File: src/include/clk_tree_cfg.svh
/*
  Constants of the clock tree and fast clock loop: register offsets, bit
  positions, reset values and oscillator model words.
  Assumes a 125 MHz SYS_CLK; all frequency words are phase increments of a
  24-bit accumulator on that clock.
*/
`ifndef CLK_TREE_CFG_SVH
`define CLK_TREE_CFG_SVH

// I/O space locations and the top of the bit-accessible range.
`define ADDR_LOOP_CTRL 6'h29
`define ADDR_RC_TRIM 6'h31
`define ADDR_BIT_LIMIT 6'h1F

// Field positions of the loop control and status register.
`define LOCK_BIT 0
`define LOOP_EN_BIT 1
`define PCK_DIRECT_BIT 2

// Reset values.
`define CTRL_RESET 1'b0
`define TRIM_RESET 8'h80
`define READ_IDLE 8'h00

// Fuse level that means programmed, and the source code selecting the loop.
`define FUSE_PROGRAMMED 1'b0
`define SOURCE_FUSES_LOOP 4'h1

// Accumulator words at 125 MHz: 2^24 * f / 125 MHz.
`define REF_BASE_WORD 24'h018C4A
`define FAST_MULT_SHIFT 6
`define FAST_SAT_WORD 24'h8F5C29

// Reference periods the loop needs before it reports lock.
`define LOCK_REF_TICKS 8'h40
`define LOCK_CNT_ZERO 8'h00
`define LOCK_CNT_ONE 8'h01

// Divide ratio minus one of the prescaled fast clock for the second timer.
`define TIMER_PRESCALE_MAX 2'h3
`define PRESCALE_ZERO 2'h0
`define PRESCALE_ONE 2'h1

`endif

File: src/include/clk_tree_pkg.sv
/*
  Types of the clock tree and fast clock loop.
  Assumes clk_tree_cfg.svh supplies all numeric constants.
*/
package clk_tree_pkg;

  typedef enum logic [2:0] {
    SLEEP_ACTIVE = 3'h0,
    SLEEP_IDLE = 3'h1,
    SLEEP_ADC_NR = 3'h2,
    SLEEP_POWER_DOWN = 3'h3,
    SLEEP_STANDBY = 3'h4
  } sleep_mode_type;

  typedef enum logic [3:0] {
    LOOP_OFF = 4'h1,
    LOOP_ACQUIRE = 4'h2,
    LOOP_LOCKED = 4'h4,
    LOOP_SATURATED = 4'h8
  } loop_state_type;

  typedef struct packed {
    logic core;
    logic program_memory;
    logic peripheral;
    logic converter;
    logic rc_osc;
  } domain_gate_type;

  typedef struct packed {
    logic rd;
    logic wr;
    logic bit_set;
    logic bit_clr;
    logic [2:0] bit_sel;
    logic [5:0] addr;
    logic [7:0] wdata;
  } io_request_type;

endpackage

File: src/clock_tree_and_fast_pll.sv
/*
  Clock distribution gates and the fast peripheral clock loop.
  Assumes the core drives io requests and the sleep mode on SYS_CLK, that
  fuses and the interrupt pin are asynchronous, and that gate outputs drive
  clock gating cells outside this block.
*/
// How it works
// - Core clock runs only while awake.
// - Peripheral clock feeds timers, serial, interrupts.
// - Some interrupts seen with peripheral clock stopped.
// - Program memory clock follows the core clock.
// - Converter clock survives core and peripheral halt.
// - Each domain halts per sleep mode.
// - Fast clock is sixty-four times reference.
// - Reference is RC oscillator divided to 1MHz.
// - Nominal reference gives a 64 MHz clock.
// - Second timer takes fast or prescaled clock.
// - Trim changes move fast clock proportionally.
// - Fast clock saturates at 70 MHz, unlocked.
// - Loop runs on enable bit or fuse.
// - Lock flag sets once loop is locked.
// - Oscillator and loop off in deep sleep.
// - Bit operations only below address 0x20.
// - Fuse zero plus source 0001 selects loop.
`timescale 1ns/1ps
`include "clk_tree_cfg.svh"

module clock_tree_and_fast_pll (
  // Clock and reset
  input wire logic SYS_CLK,
  input wire logic RESET,
  // I/O space access from the core
  input wire clk_tree_pkg::io_request_type IO_REQ,
  output logic [7:0] IO_RDATA,
  // Sleep control and fuses
  input wire clk_tree_pkg::sleep_mode_type SLEEP_MODE,
  input wire logic FAST_CLOCK_SELECT_FUSE,
  input wire logic [3:0] CLOCK_SOURCE_FUSES,
  // External interrupt pin
  input wire logic EXT_INT_N,
  // Distributed clock gates and status
  output clk_tree_pkg::domain_gate_type DOMAIN_GATES,
  output logic SYS_SOURCE_IS_LOOP,
  output logic ASYNC_WAKE,
  output logic EXT_INT_EVENT,
  // Fast clock outputs
  output logic FAST_PERIPHERAL_CLOCK,
  output logic FAST_CLOCK_TICK,
  output logic TIMER1_CLOCK_TICK
);
  import clk_tree_pkg::*;

  // The gate pattern of each sleep mode.
  function automatic domain_gate_type gates_of(input sleep_mode_type mode);
    domain_gate_type g;
    g = '0;
    case (mode)
      SLEEP_ACTIVE: g = '{core: 1'b1, program_memory: 1'b1, peripheral: 1'b1, converter: 1'b1, rc_osc: 1'b1};
      SLEEP_IDLE: g = '{core: 1'b0, program_memory: 1'b0, peripheral: 1'b1, converter: 1'b1, rc_osc: 1'b1};
      SLEEP_ADC_NR: g = '{core: 1'b0, program_memory: 1'b0, peripheral: 1'b0, converter: 1'b1, rc_osc: 1'b1};
      default: g = '0;
    endcase
    return g;
  endfunction

  // Reference word times the loop ratio, wide enough that no product wraps.
  function automatic logic [29:0] mult_word_of(input logic [23:0] ref_word);
    return {6'h00, ref_word} << `FAST_MULT_SHIFT;
  endfunction

  // True once the multiplied word would pass the saturation frequency.
  function automatic logic above_sat(input logic [23:0] ref_word);
    return mult_word_of(ref_word) > {6'h00, `FAST_SAT_WORD};
  endfunction

  // Clamps the multiplied reference word at the saturation frequency.
  function automatic logic [23:0] fast_word_of(input logic [23:0] ref_word);
    logic [29:0] wide;
    wide = mult_word_of(ref_word);
    if (above_sat(ref_word)) begin
      return `FAST_SAT_WORD;
    end
    return wide[23:0];
  endfunction

  domain_gate_type gates;
  logic [1:0] fuse_sync;
  logic [1:0][3:0] source_sync;
  logic [1:0] int_sync;
  logic int_low_prev;
  logic loop_enable_bit;
  logic pck_direct;
  logic [7:0] rc_oscillator_trim;
  logic [23:0] ref_acc;
  logic [23:0] fast_acc;
  logic [23:0] ref_word;
  logic [23:0] fast_word;
  logic [24:0] next_ref_acc;
  logic [24:0] next_fast_acc;
  logic ref_tick;
  logic saturated;
  logic loop_run;
  logic loop_lock_flag;
  loop_state_type loop_state;
  logic [7:0] lock_cnt;
  logic [1:0] prescale_cnt;
  logic ctrl_write;
  logic trim_write;

  // Clock gates are registered so a mode change never glitches a gate.
  always_ff @(posedge SYS_CLK) begin
    if (RESET) begin
      gates <= '{core: 1'b1, program_memory: 1'b1, peripheral: 1'b1, converter: 1'b1, rc_osc: 1'b1};
    end else begin
      gates <= gates_of(SLEEP_MODE);
    end
  end
  assign DOMAIN_GATES = gates;

  // Fuses and the interrupt pin arrive from outside the clock domain.
  always_ff @(posedge SYS_CLK) begin
    if (RESET) begin
      fuse_sync <= '1;
      source_sync <= '1;
      int_sync <= '1;
      int_low_prev <= 1'b0;
    end else begin
      fuse_sync <= {fuse_sync[0], FAST_CLOCK_SELECT_FUSE};
      source_sync <= {source_sync[0], CLOCK_SOURCE_FUSES};
      int_sync <= {int_sync[0], EXT_INT_N};
      int_low_prev <= !int_sync[1];
    end
  end

  // The level wake is taken before any gate, so it works in every sleep mode.
  always_ff @(posedge SYS_CLK) begin
    if (RESET) begin
      ASYNC_WAKE <= 1'b0;
      EXT_INT_EVENT <= 1'b0;
      SYS_SOURCE_IS_LOOP <= 1'b0;
    end else begin
      ASYNC_WAKE <= !int_sync[1];
      EXT_INT_EVENT <= gates.peripheral && !int_sync[1] && !int_low_prev;
      SYS_SOURCE_IS_LOOP <= (fuse_sync[1] == `FUSE_PROGRAMMED) && (source_sync[1] == `SOURCE_FUSES_LOOP);
    end
  end

  // Bit set and clear only reach locations up to 0x1F; both registers of this
  // block sit above that range, so bit operations leave them untouched.
  assign ctrl_write = IO_REQ.wr && (IO_REQ.addr == `ADDR_LOOP_CTRL);
  assign trim_write = IO_REQ.wr && (IO_REQ.addr == `ADDR_RC_TRIM);

  always_ff @(posedge SYS_CLK) begin
    if (RESET) begin
      loop_enable_bit <= `CTRL_RESET;
      pck_direct <= `CTRL_RESET;
    end else if (ctrl_write) begin
      loop_enable_bit <= IO_REQ.wdata[`LOOP_EN_BIT];
      pck_direct <= IO_REQ.wdata[`PCK_DIRECT_BIT];
    end
  end

  always_ff @(posedge SYS_CLK) begin
    if (RESET) begin
      rc_oscillator_trim <= `TRIM_RESET;
    end else if (trim_write) begin
      rc_oscillator_trim <= IO_REQ.wdata;
    end
  end

  // Reserved bits and unmapped locations read as zero.
  always_ff @(posedge SYS_CLK) begin
    if (RESET) begin
      IO_RDATA <= `READ_IDLE;
    end else if (IO_REQ.rd && IO_REQ.addr == `ADDR_LOOP_CTRL) begin
      IO_RDATA <= `READ_IDLE;
      IO_RDATA[`LOCK_BIT] <= loop_lock_flag;
      IO_RDATA[`LOOP_EN_BIT] <= loop_enable_bit;
      IO_RDATA[`PCK_DIRECT_BIT] <= pck_direct;
    end else if (IO_REQ.rd && IO_REQ.addr == `ADDR_RC_TRIM) begin
      IO_RDATA <= rc_oscillator_trim;
    end else begin
      IO_RDATA <= `READ_IDLE;
    end
  end

  // The trimmed oscillator, already divided to its nominal 1 MHz, drives the
  // reference; the fast clock word follows it at once, so trim tracks through.
  assign ref_word = `REF_BASE_WORD + {8'h00, rc_oscillator_trim, 8'h00};
  assign fast_word = fast_word_of(ref_word);
  assign saturated = above_sat(ref_word);
  assign loop_run = (loop_enable_bit || fuse_sync[1] == `FUSE_PROGRAMMED) && gates.rc_osc;
  assign next_ref_acc = {1'b0, ref_acc} + {1'b0, ref_word};
  assign next_fast_acc = {1'b0, fast_acc} + {1'b0, fast_word};
  assign ref_tick = gates.rc_osc && next_ref_acc[24];

  always_ff @(posedge SYS_CLK) begin
    if (RESET || !gates.rc_osc) begin
      ref_acc <= '0;
    end else begin
      ref_acc <= next_ref_acc[23:0];
    end
  end

  // Fast clock: the accumulator top bit is the clock, its carry the tick.
  always_ff @(posedge SYS_CLK) begin
    if (RESET || loop_state == LOOP_OFF) begin
      fast_acc <= '0;
      FAST_CLOCK_TICK <= 1'b0;
    end else begin
      fast_acc <= next_fast_acc[23:0];
      FAST_CLOCK_TICK <= next_fast_acc[24];
    end
  end
  assign FAST_PERIPHERAL_CLOCK = fast_acc[23];

  always_ff @(posedge SYS_CLK) begin
    if (RESET) begin
      loop_state <= LOOP_OFF;
      lock_cnt <= `LOCK_CNT_ZERO;
    end else begin
      case (loop_state)
        LOOP_OFF: begin
          lock_cnt <= `LOCK_CNT_ZERO;
          if (loop_run) begin
            loop_state <= LOOP_ACQUIRE;
          end
        end
        LOOP_ACQUIRE: begin
          if (!loop_run) begin
            loop_state <= LOOP_OFF;
          end else if (saturated) begin
            loop_state <= LOOP_SATURATED;
          end else if (ref_tick) begin
            lock_cnt <= lock_cnt + `LOCK_CNT_ONE;
            if (lock_cnt == `LOCK_REF_TICKS - `LOCK_CNT_ONE) begin
              loop_state <= LOOP_LOCKED;
            end
          end
        end
        LOOP_LOCKED: begin
          if (!loop_run) begin
            loop_state <= LOOP_OFF;
          end else if (saturated) begin
            loop_state <= LOOP_SATURATED;
          end
        end
        LOOP_SATURATED: begin
          lock_cnt <= `LOCK_CNT_ZERO;
          if (!loop_run) begin
            loop_state <= LOOP_OFF;
          end else if (!saturated) begin
            loop_state <= LOOP_ACQUIRE;
          end
        end
        default: begin
          loop_state <= LOOP_OFF;
        end
      endcase
    end
  end
  assign loop_lock_flag = (loop_state == LOOP_LOCKED);

  // Timer clock: either every fast tick or every fourth one.
  always_ff @(posedge SYS_CLK) begin
    if (RESET) begin
      prescale_cnt <= `PRESCALE_ZERO;
      TIMER1_CLOCK_TICK <= 1'b0;
    end else begin
      if (FAST_CLOCK_TICK) begin
        prescale_cnt <= prescale_cnt + `PRESCALE_ONE;
      end
      if (pck_direct) begin
        TIMER1_CLOCK_TICK <= FAST_CLOCK_TICK;
      end else begin
        TIMER1_CLOCK_TICK <= FAST_CLOCK_TICK && (prescale_cnt == `TIMER_PRESCALE_MAX);
      end
    end
  end

  a_core_gated: assert property (@(posedge SYS_CLK) disable iff (RESET)
    SLEEP_MODE != SLEEP_ACTIVE |=> !DOMAIN_GATES.core) else $error("core clock runs in sleep");
  a_flash_with_core: assert property (@(posedge SYS_CLK) disable iff (RESET)
    DOMAIN_GATES.program_memory == DOMAIN_GATES.core) else $error("program memory clock split from core");
  a_converter_kept: assert property (@(posedge SYS_CLK) disable iff (RESET)
    SLEEP_MODE == SLEEP_ADC_NR |=> DOMAIN_GATES.converter && !DOMAIN_GATES.peripheral)
    else $error("converter gating wrong in noise reduction");
  a_deep_sleep_off: assert property (@(posedge SYS_CLK) disable iff (RESET)
    (SLEEP_MODE == SLEEP_POWER_DOWN || SLEEP_MODE == SLEEP_STANDBY) [*2]
    |=> !DOMAIN_GATES.rc_osc && loop_state == LOOP_OFF)
    else $error("oscillator or loop alive in deep sleep");
  a_enable_starts: assert property (@(posedge SYS_CLK) disable iff (RESET)
    loop_state == LOOP_OFF && loop_run |=> loop_state == LOOP_ACQUIRE) else $error("loop did not start");
  a_lock_reported: assert property (@(posedge SYS_CLK) disable iff (RESET)
    loop_state == LOOP_ACQUIRE && loop_run && !saturated && ref_tick && lock_cnt == `LOCK_REF_TICKS - `LOCK_CNT_ONE
    |=> loop_lock_flag) else $error("lock not reported");
  a_no_lock_unrun: assert property (@(posedge SYS_CLK) disable iff (RESET)
    !loop_run || saturated |=> !loop_lock_flag) else $error("lock flag set while off or saturated");
  a_bit_op_refused: assert property (@(posedge SYS_CLK) disable iff (RESET)
    IO_REQ.bit_set && !IO_REQ.wr && IO_REQ.addr == `ADDR_LOOP_CTRL |=> $stable(loop_enable_bit))
    else $error("bit operation changed a high register");
  a_async_wake: assert property (@(posedge SYS_CLK) disable iff (RESET)
    !EXT_INT_N [*3] |=> ASYNC_WAKE) else $error("pin level missed while peripheral clock halted");
  a_timer_direct: assert property (@(posedge SYS_CLK) disable iff (RESET)
    pck_direct && FAST_CLOCK_TICK |=> TIMER1_CLOCK_TICK) else $error("timer lost a direct fast tick");
  a_fast_silent_off: assert property (@(posedge SYS_CLK) disable iff (RESET)
    loop_state == LOOP_OFF [*2] |-> !FAST_CLOCK_TICK) else $error("fast clock ticks while loop off");
  a_source_select: assert property (@(posedge SYS_CLK) disable iff (RESET)
    fuse_sync[1] != `FUSE_PROGRAMMED |=> !SYS_SOURCE_IS_LOOP) else $error("loop chosen with fuse unprogrammed");

endmodule

File: config.mk
export PLATFORM = sky130hd
export DESIGN_NAME = clock_tree_and_fast_pll
export DESIGN_NICKNAME = d
export VERILOG_FILES = /design/src/include/clk_tree_pkg.sv /design/src/clock_tree_and_fast_pll.sv
export VERILOG_INCLUDE_DIRS = /design/src /design/src/include
export SDC_FILE = /design/constraint.sdc
export NUM_CORES = 1
export LEC_CHECK = 0
export ABC_AREA = 1
export BUFFER_PORTS_ARGS = -buffer_cell sky130_fd_sc_hd__buf_2
export CAP_MARGIN = 20
export CORE_AREA = 4 4 105 107
export CTS_CLUSTER_SIZE = 20
export DETAILED_ROUTE_END_ITERATION = 12
export DIE_AREA = 0 0 109 111
export PLACE_DENSITY = 0.75
export SLEW_MARGIN = 0
export SYNTH_ARGS = -nofsm -noshare
export SYNTH_HDL_FRONTEND = slang
export SYNTH_SLANG_ARGS = --single-unit
File: constraint.sdc
create_clock -name SYS_CLK -period 3 [get_ports SYS_CLK]
set_input_delay 0.15 -clock SYS_CLK [delete_from_list [all_inputs] [get_ports SYS_CLK]]
set_output_delay 0.15 -clock SYS_CLK [all_outputs]
set_load 0.02 [all_outputs]
==> results.md <==
* Outcome: finished clean
* Mapped cell area at around 5300 sq um
* Slew Limit Fails at 0
* Cell Chain, Critical Path: inv_1 > ha_1 > inv_2 > nand2_2 > o21ai_4 > inv_2 > ha_4 > nand2_1 > nor2_2 > nor3b_4 > nand4_1 > nand3_2 > nand2_4 > nor2_4 > nor2_4 > nor3_4 > buf_4 > o21ai_0 > a21oi_1
* Post-Synth XOR/XNOR Area at less than 1%
* Post-DP HPWL at around 10 mm
* FILL cells at 889
* CP Capture Type: flop
* Final worst-path cycle share at a little over nine tenths
* Worst stage delay on the critical path at ~360 ps
* Core Box Area at between 10000 and 15000 sq um
* Deepest clock path buffer count at 2
* Synth Instances at 746
* Final Setup Violations at 0
* Hold Crit Class: in2reg
* Ports at 51
* Die Y at between 100 and 150 um
* Post-synth EDFFs at 0
* # rows at 37
* Critical path class: reg2reg
* Worst-path maximum fanout at 4
* Cell taking the most area after synthesis: dfxtp_1
* Critical path arrival at approximately 3200 ps
* Mean Syn Cell Area at between 7 and 8 sq um
* Layout area overhead at 17.8%
* DR vias at about 5000
* Clk_lat worst skew at approximately 370 ps
* Sequential area share after synthesis at 37.4%
* Tot GR Track Use at 22.1%
* Inserted Clock Buffers at 9
* Adder-Cell Fraction of Synth Area at under 10%
* Mux cell area share after synthesis at 0%
* Die width at roughly 110 um
* Vias per cell at 5.36
* Initial Utilization at between 50% and 60%
* Simple-gate share of the synthesized area at about 28%
* CP max stage cell: dfxtp_2
* Most common cell in the synthesized netlist: nand2_1
* Routed wire per std cell at 13.9 um
* Cell variety after synth at 45
* Peak supply drop at about 0.31 mV
* Final setup margin at roughly 97 ps
* Area taken by multi-input logic gates at 3020 sq um
* CP Launch Type: flop
* Minimum clock period at slightly below 3000 ps
* Antenna Nets Post-Route at 0
* Routed WL at about 13 mm
* CTS tree: yes
* Async SR Flop Fraction at 0%
* Synth top cells by count: nand2_1 (130), dfxtp_1 (99), inv_1 (98)
* Reg area at roughly 2000 sq um
* N_diodes at 0
* Root Driver: clkbuf_8
* Synth Area in Compound Gates at about 19%
* Area of the die at roughly 12000 sq um
* Syn. warnings at 0
* Syn_nets at roughly 800
* Remaining DRCs at 0
* Post-synth top flop: dfxtp_1
* H-tree levels at 3
* Number of synthesized register bits at between 90 and 100
* Placer Congestion at 0.947
* Yosys top cell area share at between 30% and 40%
* Port Buffers at 45
* TritonRoute pass-1 iters at 5
* First-pass GRT wire length at roughly 22 mm
* Slew headroom at between 40% and 50%
* Main area contributors after synthesis: dfxtp_1 (37%), nand2_1 (9.2%), a21oi_1 (8.3%)
* Final Hold Viols at 0
* Initial antenna violation count at 0
* DR iter-0 viols at 348
* Max Fclk at 0.344 GHz
* Setup slack at placement at 30.4 ps
* Leakage at around 2.7 nW
* Worst Skew at around 11 ps
* Layout cell share with drive strength beyond 1 at 19.4%
* Pwr dens at around 500 nW/um^2
* Tightest Pin Transition at around 780 ps
* Nets at ~880
* TritonCTS Sinks at about 100
* Power Total at 3.19 mW
* Main combinational cell family by area after synthesis: simple AND/OR/NAND/NOR gates
* Final global-route overflow total at 0
* Largest net degree at the start of global routing at 29
* CTS clock-pin slew for the worst setup and hold paths at approximately 100 ps
* WP data required at around 3300 ps
* Max cap viols at 0
* Vias in the first global route at 4890
placed cells by master, fill, tap and decap left out, types with 8 or more instances in the layout:
cell / Yosys / layout
inv_2: 6 / 9
clkbuf_8: 0 / 9
dfxtp_1: 99 / 98
a21oi_1: 88 / 82
nor2_2: 6 / 9
nand2_1: 130 / 126
inv_1: 98 / 95
o21ai_0: 52 / 48
buf_4: 3 / 20
dlygate4sd3_1: 0 / 8
nand2_2: 5 / 8
buf_2: 0 / 45
ha_1: 27 / 24
nor3_1: 16 / 12
nand4_1: 12 / 12
nor2_1: 73 / 69
or2_2: 13 / 13
nand3_1: 42 / 39
o21ai_1: 6 / 10
cell families after synthesis:
kind of cell,count (synthesis)
XOR/XNOR,3
buffers and inverters,118
flip-flops,99
AND/OR/NAND/NOR,321
adder cells (fa/ha/maj),27
AO/OA/AOI/OAI,178
report_power, final:
group	switching [mW]	internal, mW
registers	0.0743	1.41
logic	0.520	0.260
clock network	0.516	0.407
total	1.11	2.08
critical path, delay by kind of cell (launching register included):
kind / cells / cell delay (ps)
flip-flops: 1 / 360
AO/OA/AOI/OAI: 3 / 420
adder cells (fa/ha/maj): 2 / 470
AND/OR/NAND/NOR: 10 / 1210
buffers and inverters: 4 / 340
registers in the layout, indices dropped and copies added, names as in the netlist, 2 cells and up:
register	count
lock_cnt	8
ref_acc	23
DOMAIN_GATES	3
fuse_sync	2
int_sync	2
fast_acc	24
loop_state	4
IO_RDATA	8
rc_oscillator_trim	8
prescale_cnt	2
source_sync	8
worst paths after layout:
check	from	endpoint	slack (ps)	cells past startpoint
setup / recovery	rc_oscillator_trim[3]	lock_cnt[5]	100	19
hold / removal	IO_REQ[1]	loop_enable_bit	70	3
setup reg to reg	rc_oscillator_trim[3]	lock_cnt[5]	100	19
hold reg to reg	int_sync[0]	int_sync[1]	420	1
through the flow:
stage          cells  area [sq um]  utilization (%)  TNS [ps]  hold WS (ps)
2_1_floorplan    746          5300                -         0           242
3_3_place_gp     932          5760             56.8         0           337
3_5_place_dp     932          5760             56.8         0           336
4_1_cts          956          6050             59.7         0          56.0
5_1_grt          959          6240             61.6      -661          61.4
6_report         959          6240             61.6         0          70.2
layer usage:
layer / track usage [%] / part of all wire (%)
met2: 38.5 / 50
met4: 6.40 / 2.1
met5: 0 / 0
met1: 27.8 / 43
met3: 3.55 / 4.2
final cells by class:
cell class	instances	area share (%)
multi-input cells	529	48.4
flip-flops and latches	99	31.8
repair buffers	73	7.29
inverters	106	6.37
well taps	136	2.73
clock buffers	9	1.98
clock inverters	7	1.46
what timing repair did:
action,CTS,global route
endpoints found under the hold margin,8,0
buffers inserted,0,3
gates resized for setup,0,42
endpoints found under the setup margin,0,24
hold buffers,8,0
No activity file was read; power rests on OpenSTA's default activity.
